File: src/core/asf_pkg.sv
// constants for the feature-configuration command block
package asf_pkg;
    localparam logic [2:0] FEATURE_OFFSET = 3'h1;
    localparam logic [2:0] SECCNT_OFFSET = 3'h2;
    localparam logic [2:0] SECNUM_OFFSET = 3'h3;
    localparam logic [2:0] CYLLO_OFFSET = 3'h4;
    localparam logic [2:0] CYLHI_OFFSET = 3'h5;
    localparam logic [2:0] DRVHD_OFFSET = 3'h6;
    localparam logic [2:0] COMMAND_OFFSET = 3'h7;

    localparam logic [7:0] CMD_SET_FEATURES = 8'hEF;

    localparam logic [7:0] FC_8BIT_ON = 8'h01;
    localparam logic [7:0] FC_WCACHE_ON = 8'h02;
    localparam logic [7:0] FC_XFER_MODE = 8'h03;
    localparam logic [7:0] FC_XPWR_ON = 8'h09;
    localparam logic [7:0] FC_LOOKAHEAD_OFF = 8'h55;
    localparam logic [7:0] FC_KEEP_SETTINGS = 8'h66;
    localparam logic [7:0] FC_NOP_A = 8'h69;
    localparam logic [7:0] FC_8BIT_OFF = 8'h81;
    localparam logic [7:0] FC_WCACHE_OFF = 8'h82;
    localparam logic [7:0] FC_XPWR_OFF = 8'h89;
    localparam logic [7:0] FC_NOP_B = 8'h96;
    localparam logic [7:0] FC_LEGACY = 8'h97;
    localparam logic [7:0] FC_LOOKAHEAD_ON = 8'hAA;
    localparam logic [7:0] FC_RESTORE_DEFAULTS = 8'hCC;

    localparam logic [4:0] XT_PIO_DEFAULT = 5'h00;
    localparam logic [4:0] XT_PIO_FLOW = 5'h01;
    localparam logic [4:0] XT_MWDMA = 5'h04;
    localparam logic [4:0] XT_UDMA = 5'h08;
    localparam logic [2:0] XM_PIO_DEFAULT = 3'h0;
    localparam logic [2:0] XM_PIO_NO_READY = 3'h1;

    localparam int SEC_LEVEL_BIT = 8;
    localparam int SEC_ENH_ERASE_BIT = 5;
    localparam int SEC_EXPIRE_BIT = 4;
    localparam int SEC_FROZEN_BIT = 3;
    localparam int SEC_LOCKED_BIT = 2;
    localparam int SEC_ENABLED_BIT = 1;
    localparam int SEC_CAPABLE_BIT = 0;

    localparam logic [15:0] ADV_TIMING_WORD = 16'h0492;
    localparam int ADV_PIO_SUP_LSB = 0;
    localparam int ADV_DMA_SUP_LSB = 3;
    localparam int ADV_PIO_SEL_LSB = 6;
    localparam int ADV_DMA_SEL_LSB = 9;

    localparam logic [2:0] ADV_NONE = 3'h0;
    localparam logic [2:0] ADV_LOW = 3'h1;
    localparam logic [2:0] ADV_HIGH = 3'h2;

    localparam logic [2:0] PIO_MAX_MODE = 3'h6;
    localparam logic [2:0] MWDMA_MAX_MODE = 3'h4;
    localparam logic [2:0] UDMA_MAX_MODE = 3'h4;

    // power-on default settings
    localparam logic RST_8BIT = 1'b0;
    localparam logic RST_WCACHE = 1'b0;
    localparam logic RST_XPWR = 1'b0;
    localparam logic RST_LOOKAHEAD = 1'b0;
    localparam logic RST_KEEP = 1'b0;
    localparam logic [2:0] RST_PIO_MODE = 3'h0;
    localparam logic RST_PIO_IORDY_OFF = 1'b0;

    localparam int FLUSH_WAIT_CYCLES = 1;

    typedef enum logic [1:0] {
        ASF_IDLE,
        ASF_FLUSH,
        ASF_DONE
    } asf_state_t;
endpackage : asf_pkg

File: src/core/asf_set_features.sv
// task-file decode and feature-configuration command interpreter
`timescale 1ns/1ps
`default_nettype none
// What this block does
// - level bit 8 is max when enabled
// - bit 5 reports enhanced erase support
// - bit 4 expiry; unlock and erase abort
// - bits 3,2,1 frozen, locked, enabled
// - capability bit shows security support
// - advanced timing word reads 0492H
// - bits 2-0 supported advanced PIO mode
// - bits 5-3 supported advanced DMA mode
// - bits 8-6 selected advanced PIO mode
// - bits 11-9 selected DMA; 15-12 reserved
// - opcode EFH, feature code and config value
// - 01H/81H switch 8-bit transfers
// - 02H/82H write cache; flush on disable
// - 03H sets transfer type and mode
// - transfer type encodings, others reserved
// - one PIO mode always; only via command
// - 09H/89H switch extended power
// - 55H/AAH look-ahead, off by default
// - 66H/CCH control defaults at soft reset
// - 69H, 96H, 97H accepted as no-ops
module asf_set_features (
    input wire logic ref_clk_i,
    input wire logic reset_i,
    input wire logic clk_en_i,
    input wire logic soft_reset_i,
    input wire logic tf_wr_i,
    input wire logic [2:0] tf_addr_i,
    input wire logic [7:0] tf_wdata_i,
    input wire logic flush_done_i,
    input wire logic data_reg_access_i,
    input wire logic sec_supported_i,
    input wire logic sec_enabled_i,
    input wire logic sec_level_max_i,
    input wire logic sec_enh_erase_i,
    input wire logic sec_expired_i,
    input wire logic sec_frozen_i,
    input wire logic sec_locked_i,
    output logic busy_o,
    output logic cmd_done_o,
    output logic cmd_abort_o,
    output logic flush_req_o,
    output logic mode_8bit_o,
    output logic cs16_n_o,
    output logic wcache_en_o,
    output logic xpwr_en_o,
    output logic lookahead_en_o,
    output logic keep_settings_o,
    output logic [2:0] pio_mode_o,
    output logic pio_iordy_off_o,
    output logic mwdma_en_o,
    output logic [2:0] mwdma_mode_o,
    output logic udma_en_o,
    output logic [2:0] udma_mode_o,
    output logic sec_cmd_blocked_o,
    output logic [15:0] sec_word_o,
    output logic [15:0] adv_word_o
);
    asf_pkg::asf_state_t state_reg;
    asf_pkg::asf_state_t state_next;
    logic [7:0] feature_code_reg;
    logic [7:0] sector_count_config_reg;

    // task-file captures
    wire wr_feature = tf_wr_i && (tf_addr_i == asf_pkg::FEATURE_OFFSET);
    wire wr_seccnt = tf_wr_i && (tf_addr_i == asf_pkg::SECCNT_OFFSET);
    wire wr_command = tf_wr_i && (tf_addr_i == asf_pkg::COMMAND_OFFSET);
    wire start_cmd = wr_command && (tf_wdata_i == asf_pkg::CMD_SET_FEATURES)
                     && (state_reg == asf_pkg::ASF_IDLE);

    wire [4:0] xfer_type = sector_count_config_reg[7:3];
    wire [2:0] xfer_mode = sector_count_config_reg[2:0];

    // transfer-mode validation
    wire xm_pio_def = (xfer_type == asf_pkg::XT_PIO_DEFAULT)
                      && (xfer_mode == asf_pkg::XM_PIO_DEFAULT);
    wire xm_pio_nordy = (xfer_type == asf_pkg::XT_PIO_DEFAULT)
                        && (xfer_mode == asf_pkg::XM_PIO_NO_READY);
    wire xm_pio_flow = (xfer_type == asf_pkg::XT_PIO_FLOW)
                       && (xfer_mode <= asf_pkg::PIO_MAX_MODE);
    wire xm_mwdma = (xfer_type == asf_pkg::XT_MWDMA)
                    && (xfer_mode <= asf_pkg::MWDMA_MAX_MODE);
    wire xm_udma = (xfer_type == asf_pkg::XT_UDMA)
                   && (xfer_mode <= asf_pkg::UDMA_MAX_MODE);
    wire xm_valid = xm_pio_def | xm_pio_nordy | xm_pio_flow | xm_mwdma | xm_udma;

    // feature-code decode
    wire fc_8on = (feature_code_reg == asf_pkg::FC_8BIT_ON);
    wire fc_8off = (feature_code_reg == asf_pkg::FC_8BIT_OFF);
    wire fc_won = (feature_code_reg == asf_pkg::FC_WCACHE_ON);
    wire fc_woff = (feature_code_reg == asf_pkg::FC_WCACHE_OFF);
    wire fc_xm = (feature_code_reg == asf_pkg::FC_XFER_MODE);
    wire fc_pon = (feature_code_reg == asf_pkg::FC_XPWR_ON);
    wire fc_poff = (feature_code_reg == asf_pkg::FC_XPWR_OFF);
    wire fc_laoff = (feature_code_reg == asf_pkg::FC_LOOKAHEAD_OFF);
    wire fc_laon = (feature_code_reg == asf_pkg::FC_LOOKAHEAD_ON);
    wire fc_keep = (feature_code_reg == asf_pkg::FC_KEEP_SETTINGS);
    wire fc_rest = (feature_code_reg == asf_pkg::FC_RESTORE_DEFAULTS);
    wire fc_nop = (feature_code_reg == asf_pkg::FC_NOP_A)
                  || (feature_code_reg == asf_pkg::FC_NOP_B)
                  || (feature_code_reg == asf_pkg::FC_LEGACY);
    wire fc_known = fc_8on | fc_8off | fc_won | fc_woff | fc_pon | fc_poff | fc_laoff
                    | fc_laon | fc_keep | fc_rest | fc_nop | (fc_xm & xm_valid);
    // settings only move on a good command; bad ones leave them alone
    wire apply = start_cmd && fc_known;
    wire reject = start_cmd && !fc_known;

    // soft reset restores defaults unless the host asked to keep them
    wire restore = soft_reset_i && !keep_settings_o;

    always_comb begin
        state_next = state_reg;
        case (state_reg)
            asf_pkg::ASF_IDLE: begin
                if (apply && fc_woff && wcache_en_o) begin
                    state_next = asf_pkg::ASF_FLUSH;
                end else if (start_cmd) begin
                    state_next = asf_pkg::ASF_DONE;
                end
            end
            asf_pkg::ASF_FLUSH: begin
                // completion is held back until the cache is on media
                if (flush_done_i) begin
                    state_next = asf_pkg::ASF_DONE;
                end
            end
            asf_pkg::ASF_DONE: state_next = asf_pkg::ASF_IDLE;
            default: state_next = asf_pkg::ASF_IDLE;
        endcase
    end

    always_ff @(posedge ref_clk_i) begin
        if (reset_i) begin
            feature_code_reg <= 8'h00;
            sector_count_config_reg <= 8'h00;
        end else if (clk_en_i) begin
            if (wr_feature) begin
                feature_code_reg <= tf_wdata_i;
            end
            if (wr_seccnt) begin
                sector_count_config_reg <= tf_wdata_i;
            end
        end
    end

    always_ff @(posedge ref_clk_i) begin
        if (reset_i) begin
            state_reg <= asf_pkg::ASF_IDLE;
            busy_o <= 1'b0;
            cmd_done_o <= 1'b0;
            cmd_abort_o <= 1'b0;
            flush_req_o <= 1'b0;
        end else if (clk_en_i) begin
            state_reg <= state_next;
            busy_o <= (state_next != asf_pkg::ASF_IDLE);
            cmd_done_o <= (state_next == asf_pkg::ASF_DONE);
            flush_req_o <= (state_next == asf_pkg::ASF_FLUSH);
            if (reject) begin
                cmd_abort_o <= 1'b1;
            end else if (start_cmd) begin
                cmd_abort_o <= 1'b0;
            end
        end
    end

    // boolean feature settings
    always_ff @(posedge ref_clk_i) begin
        if (reset_i || (clk_en_i && restore)) begin
            mode_8bit_o <= asf_pkg::RST_8BIT;
            wcache_en_o <= asf_pkg::RST_WCACHE;
            xpwr_en_o <= asf_pkg::RST_XPWR;
            lookahead_en_o <= asf_pkg::RST_LOOKAHEAD;
        end else if (clk_en_i && apply) begin
            if (fc_8on || fc_8off) begin
                mode_8bit_o <= fc_8on;
            end
            if (fc_won || fc_woff) begin
                wcache_en_o <= fc_won;
            end
            if (fc_pon || fc_poff) begin
                xpwr_en_o <= fc_pon;
            end
            if (fc_laon || fc_laoff) begin
                lookahead_en_o <= fc_laon;
            end
        end
    end

    // the keep-settings choice itself survives soft reset
    always_ff @(posedge ref_clk_i) begin
        if (reset_i) begin
            keep_settings_o <= asf_pkg::RST_KEEP;
        end else if (clk_en_i && apply && (fc_keep || fc_rest)) begin
            keep_settings_o <= fc_keep;
        end
    end

    // transfer modes: a PIO mode is always held, DMA selections are exclusive
    always_ff @(posedge ref_clk_i) begin
        if (reset_i || (clk_en_i && restore)) begin
            pio_mode_o <= asf_pkg::RST_PIO_MODE;
            pio_iordy_off_o <= asf_pkg::RST_PIO_IORDY_OFF;
            mwdma_en_o <= 1'b0;
            mwdma_mode_o <= 3'h0;
            udma_en_o <= 1'b0;
            udma_mode_o <= 3'h0;
        end else if (clk_en_i && apply && fc_xm) begin
            if (xm_pio_def || xm_pio_nordy) begin
                pio_mode_o <= asf_pkg::RST_PIO_MODE;
                pio_iordy_off_o <= xm_pio_nordy;
            end
            if (xm_pio_flow) begin
                pio_mode_o <= xfer_mode;
                pio_iordy_off_o <= 1'b0;
            end
            if (xm_mwdma) begin
                mwdma_en_o <= 1'b1;
                mwdma_mode_o <= xfer_mode;
                udma_en_o <= 1'b0;
            end
            if (xm_udma) begin
                udma_en_o <= 1'b1;
                udma_mode_o <= xfer_mode;
                mwdma_en_o <= 1'b0;
            end
        end
    end

    // 16-bit indication suppressed on data accesses in 8-bit mode
    always_ff @(posedge ref_clk_i) begin
        if (reset_i) begin
            cs16_n_o <= 1'b1;
            sec_cmd_blocked_o <= 1'b0;
        end else if (clk_en_i) begin
            cs16_n_o <= !(data_reg_access_i && !mode_8bit_o);
            // only power-on or hard reset clears expiry, so no soft-reset path
            sec_cmd_blocked_o <= sec_expired_i;
        end
    end

    asf_idword u_idword (
        .ref_clk_i(ref_clk_i),
        .reset_i(reset_i),
        .clk_en_i(clk_en_i),
        .sec_supported_i(sec_supported_i),
        .sec_enabled_i(sec_enabled_i),
        .sec_level_max_i(sec_level_max_i),
        .sec_enh_erase_i(sec_enh_erase_i),
        .sec_expired_i(sec_expired_i),
        .sec_frozen_i(sec_frozen_i),
        .sec_locked_i(sec_locked_i),
        .sec_word_o(sec_word_o),
        .adv_word_o(adv_word_o)
    );
endmodule : asf_set_features
`default_nettype wire

File: src/core/asf_idword.sv
// formatter for the security-status and advanced-timing identify words
`timescale 1ns/1ps
`default_nettype none
module asf_idword (
    input wire logic ref_clk_i,
    input wire logic reset_i,
    input wire logic clk_en_i,
    input wire logic sec_supported_i,
    input wire logic sec_enabled_i,
    input wire logic sec_level_max_i,
    input wire logic sec_enh_erase_i,
    input wire logic sec_expired_i,
    input wire logic sec_frozen_i,
    input wire logic sec_locked_i,
    output logic [15:0] sec_word_o,
    output logic [15:0] adv_word_o
);
    logic [15:0] sec_next;

    always_comb begin
        sec_next = 16'h0000;
        // level only means something while enabled
        sec_next[asf_pkg::SEC_LEVEL_BIT] = sec_enabled_i & sec_level_max_i;
        sec_next[asf_pkg::SEC_ENH_ERASE_BIT] = sec_enh_erase_i;
        sec_next[asf_pkg::SEC_EXPIRE_BIT] = sec_expired_i;
        sec_next[asf_pkg::SEC_FROZEN_BIT] = sec_frozen_i;
        sec_next[asf_pkg::SEC_LOCKED_BIT] = sec_locked_i;
        sec_next[asf_pkg::SEC_ENABLED_BIT] = sec_enabled_i;
        sec_next[asf_pkg::SEC_CAPABLE_BIT] = sec_supported_i;
    end

    always_ff @(posedge ref_clk_i) begin
        if (reset_i) begin
            sec_word_o <= 16'h0000;
            adv_word_o <= 16'h0000;
        end else if (clk_en_i) begin
            sec_word_o <= sec_next;
            // fixed value regardless of selection: the word reports 0492H
            adv_word_o <= asf_pkg::ADV_TIMING_WORD;
        end
    end
endmodule : asf_idword
`default_nettype wire

File: config.mk
export PLATFORM = sky130hd
export DESIGN_NAME = asf_set_features
export DESIGN_NICKNAME = d
export VERILOG_FILES = /design/src/core/asf_pkg.sv /design/src/core/asf_set_features.sv /design/src/core/asf_idword.sv
export SDC_FILE = /design/constraint.sdc
export NUM_CORES = 1
export LEC_CHECK = 0
export ABC_CLOCK_PERIOD_IN_PS = 3210
export BUFFER_PORTS_ARGS = -buffer_cell sky130_fd_sc_hd__buf_2
export CAP_MARGIN = 20
export CORE_MARGIN = 2
export CORE_UTILIZATION = 47
export CTS_CLUSTER_DIAMETER = 60
export DETAILED_ROUTE_END_ITERATION = 10
export PLACE_DENSITY = 0.75
export SYNTH_ARGS = -nofsm -noshare
export SYNTH_HDL_FRONTEND = slang
export SYNTH_HIERARCHICAL = 1
export SYNTH_SLANG_ARGS = --single-unit
File: constraint.sdc
create_clock -name ref_clk_i -period 3.21 [get_ports ref_clk_i]
set_input_delay 0.642 -clock ref_clk_i [delete_from_list [all_inputs] [get_ports ref_clk_i]]
set_output_delay 0.642 -clock ref_clk_i [all_outputs]
set_load 0.03 [all_outputs]
==> impl_metrics.csv <==
group,metric,value,unit
pwr,powerDensity,461,mW/mm²
synthesis,synth_ff_type,"dfxtp_1",
setup_path,path_max_fanout,7,
synthesis,synth_warnings,6,
synthesis,yosysSeqAreaShare,40.9,%
detailed_routing,ant_nets,0,
pwr,p_int,0.963,mW
synthesis,yosys.cell_count.top_type,"dfxtp_1",
detailed_routing,remaining_drc_errors,0,
cells_and_area,drive_above_1_share,24.8,%
detailed_routing,drtIter0Drc,116,
clocking,cts_setup_buffers,0,
setup_path,worstPathRequired,3.45,ns
cells_and_area,final_area,0.00276,mm²
synthesis,netlist_instances,268,
cells_and_area,syn2layout_area_growth,15.0,%
setup_path,r2r-start,"state_reg[0]",
setup_path,worstPathCellList,"buf_2 -> or3b_1 -> or4_1 -> or3b_4 -> or4_1 -> a21oi_1",
clocking,cts-buffers-inserted,5,
setup_path,crit_buf_inv,1,
clocking,clock_sinks,49,
setup_path,ff2ff_setup_slack,0.72,ns
floorplan,pin_count,80,
synthesis,synth_area_leaders,"dfxtp_1, mux2i_1, buf_4, nor2_1, a21oi_1",
synthesis,synth_common_cells,"dfxtp_1, nor2_1, mux2i_1, buf_4",
cells_and_area,antennaDiodeCount,0,
detailed_routing,wirelength,5170,µm
setup_path,arrival,2.85,ns
floorplan,dieArea,0.00569,mm²
global_route,grt_pass1_vias,1673,
setup_path,path_class,"in -> reg",
pwr,p_seq_share,49.2,%
global_route,grtUsageTotal,18.3,%
timing,finClkSkew,0.00389,ns
setup_path,critPathLaunchType,"input pin",
detailed_routing,wl_per_cell,13.4,µm
cells_and_area,fill_cells,461,
synthesis,ys_types,43,
clocking,cts-root-buf,"clkbuf_8",
placed_design,dp_hpwl,3900,µm
min_path,worstHoldStart,"mwdma_en_o",
setup_path,critPathSlowestCell,"or4_1",
setup_path,end_kind,"register",
synthesis,ys_ff_latch,49,
timing,max_freq,0.383,GHz
detailed_routing,vias_per_cell,5.15,
timing,whs,0.469,ns
timing,final-max-slew-violation-count,0,
detailed_routing,first_pass_iters,4,
cells_and_area,multi_input_area,0.00121,mm²
pwr,p_sw,0.308,mW
synthesis,syn-cell-area,0.00240,mm²
pwr,power,1.27,mW
timing,tns,0,ns
synthesis,async_reset_ff_share,0,%
clocking,holdBufCountCts,0,
cells_and_area,layout.cells.non_filler,386,
floorplan,placementRows,25,
pwr,p_comb_share,10.4,%
cells_and_area,regArea,981,µm²
clocking,clk_pin_slew,0.09,ns
placed_design,port_buffers,58,
status,status,"finished clean",
setup_path,critPathTopFamily,"simple AND/OR/NAND/NOR gates",
timing,fin_crit_sh,81.3,%
placed_design,postPlaceCellArea,0.00263,mm²
floorplan,die_x,75.4,µm
placed_design,finalWeightedCongestion,0.829,
global_route,overflow,0,
clocking,clockBufferDepth,2,
min_path,hold-path-endpoint,"mwdma_en_o",
clocking,cts_resized,0,
floorplan,core_area,0.00482,mm²
setup_path,slowest_delay,0.69,ns
min_path,hold_path.class,"reg -> reg",
clocking,cts_tree,"built",
pwr,vdd_drop_max,0.000223,V
pwr,p_clk_share,40.4,%
clocking,ctsHtreeMaxLevel,2,
global_route,grt_first_pass_wirelength,8000,µm
pwr,p_leak,1.16,nW
global_route,grt_max_degree,35,
timing,fin_crit,2.61,ns
min_path,min_path_cells,2,
timing,hold_violations,0,
timing,setup_viol,0,
setup_path,path_common_cell,"or4_1",
synthesis,synth_top_area_share,40.9,%
synthesis,yosysTopAreaCell,"dfxtp_1",
global_route,antenna_found_initial,0,
clocking,insertion_delay,0.30,ns
placed_design,dp_cells,378,
timing,rsz0062_at_grt,"false",
synthesis,synth_edf_count,0,
detailed_routing,vias,1988,
setup_path,cp-startpoint,"tf_wdata_i[4]",
floorplan,start_util,49.8,%
setup_path,reg2reg_depth,5,
run,drv_cap,0,
pwr,p_sw_share,24.2,%
setup_path,rr_endpoint,"mode_8bit_o",
floorplan,die_h,75.4,µm
cells_and_area,nNetsFinal,343,
synthesis,syn_area_per_cell,8.95,µm²
-- cell usage in the layout (no fill, tap or decap), types with 6 or more instances in the layout --
| master | count |
|---|---|
| buf_2 | 58 |
| dfxtp_1 | 49 |
| nor2_1 | 39 |
| mux2i_1 | 31 |
| conb_1 | 21 |
| nand2_1 | 13 |
| a21oi_1 | 13 |
| nand2b_1 | 8 |
| inv_1 | 7 |
| nor4_1 | 6 |
-- how the worst max path moves through the flow --
| stage | depth (start not counted) | slack, ns | to |
|---|---|---|---|
| floorplan | 6 | 0.55 | mode_8bit_o |
| global placement | 6 | 0.31 | mode_8bit_o |
| detailed placement | 6 | 0.29 | mode_8bit_o |
| CTS | 6 | 0.62 | mode_8bit_o |
| global route | 6 | 0.55 | mode_8bit_o |
| finish | 6 | 0.60 | mode_8bit_o |
-- logic make-up (layout without fill, tap and decap cells) --
kind of cell / after synthesis / count (layout) / share of synthesized area [%]
muxes: 31 / 31 / 12.9
AOI/OAI and AO/OA: 33 / 33 / 9.08
other: 1 / 21 / 0.156
buffers and inverters: 46 / 77 / 11.6
DFF: 49 / 49 / 40.9
and+or+nand+nor: 108 / 108 / 25.3
-- worst reg2reg max path, delay by kind of cell (launching register included) --
family | cells | cell delay (ns)
compound gates | 1 | 0.14
simple gates | 4 | 1.94
flops | 1 | 0.35
-- through the flow --
stage / worst slack [ns] / util [%]
floorplan: 0.550 / -
global placement: 0.310 / 54.5
detailed placement: 0.289 / 54.5
CTS: 0.617 / 57.3
global route: 0.546 / 57.3
finish: 0.599 / 57.3
-- per-layer routing --
layer | share of wire [%] | global-route usage, % | vias to the layer above
met5 | 0 | 0 | -
li1 | - | - | 991
met2 | 46 | 28.0 | 71
met3 | 5.9 | 4.63 | 8
met4 | 1.5 | 6.43 | 0
met1 | 47 | 25.3 | 918
-- power groups by stage --
stage | combinational (mW) | clock (mW) | sequential, mW
6_report | 0.132 | 0.514 | 0.625
5_1_grt | 0.143 | 0.545 | 0.627
4_1_cts | 0.132 | 0.522 | 0.625
3_5_place_dp | 0.132 | 0 | 0.640
3_3_place_gp | 0.131 | 0 | 0.639
2_1_floorplan | 0.104 | 0 | 0.652
-- layout make-up --
class | instances | area share (%)
Clock buffer | 5 | 2.49
Multi-Input combinational cell | 193 | 44.0
Inverter | 7 | 0.952
Clock inverter | 3 | 2.36
Sequential cell | 49 | 35.6
Tap cell | 67 | 3.04
Timing Repair Buffer | 62 | 11.6
No activity file was read; power rests on OpenSTA's default activity.
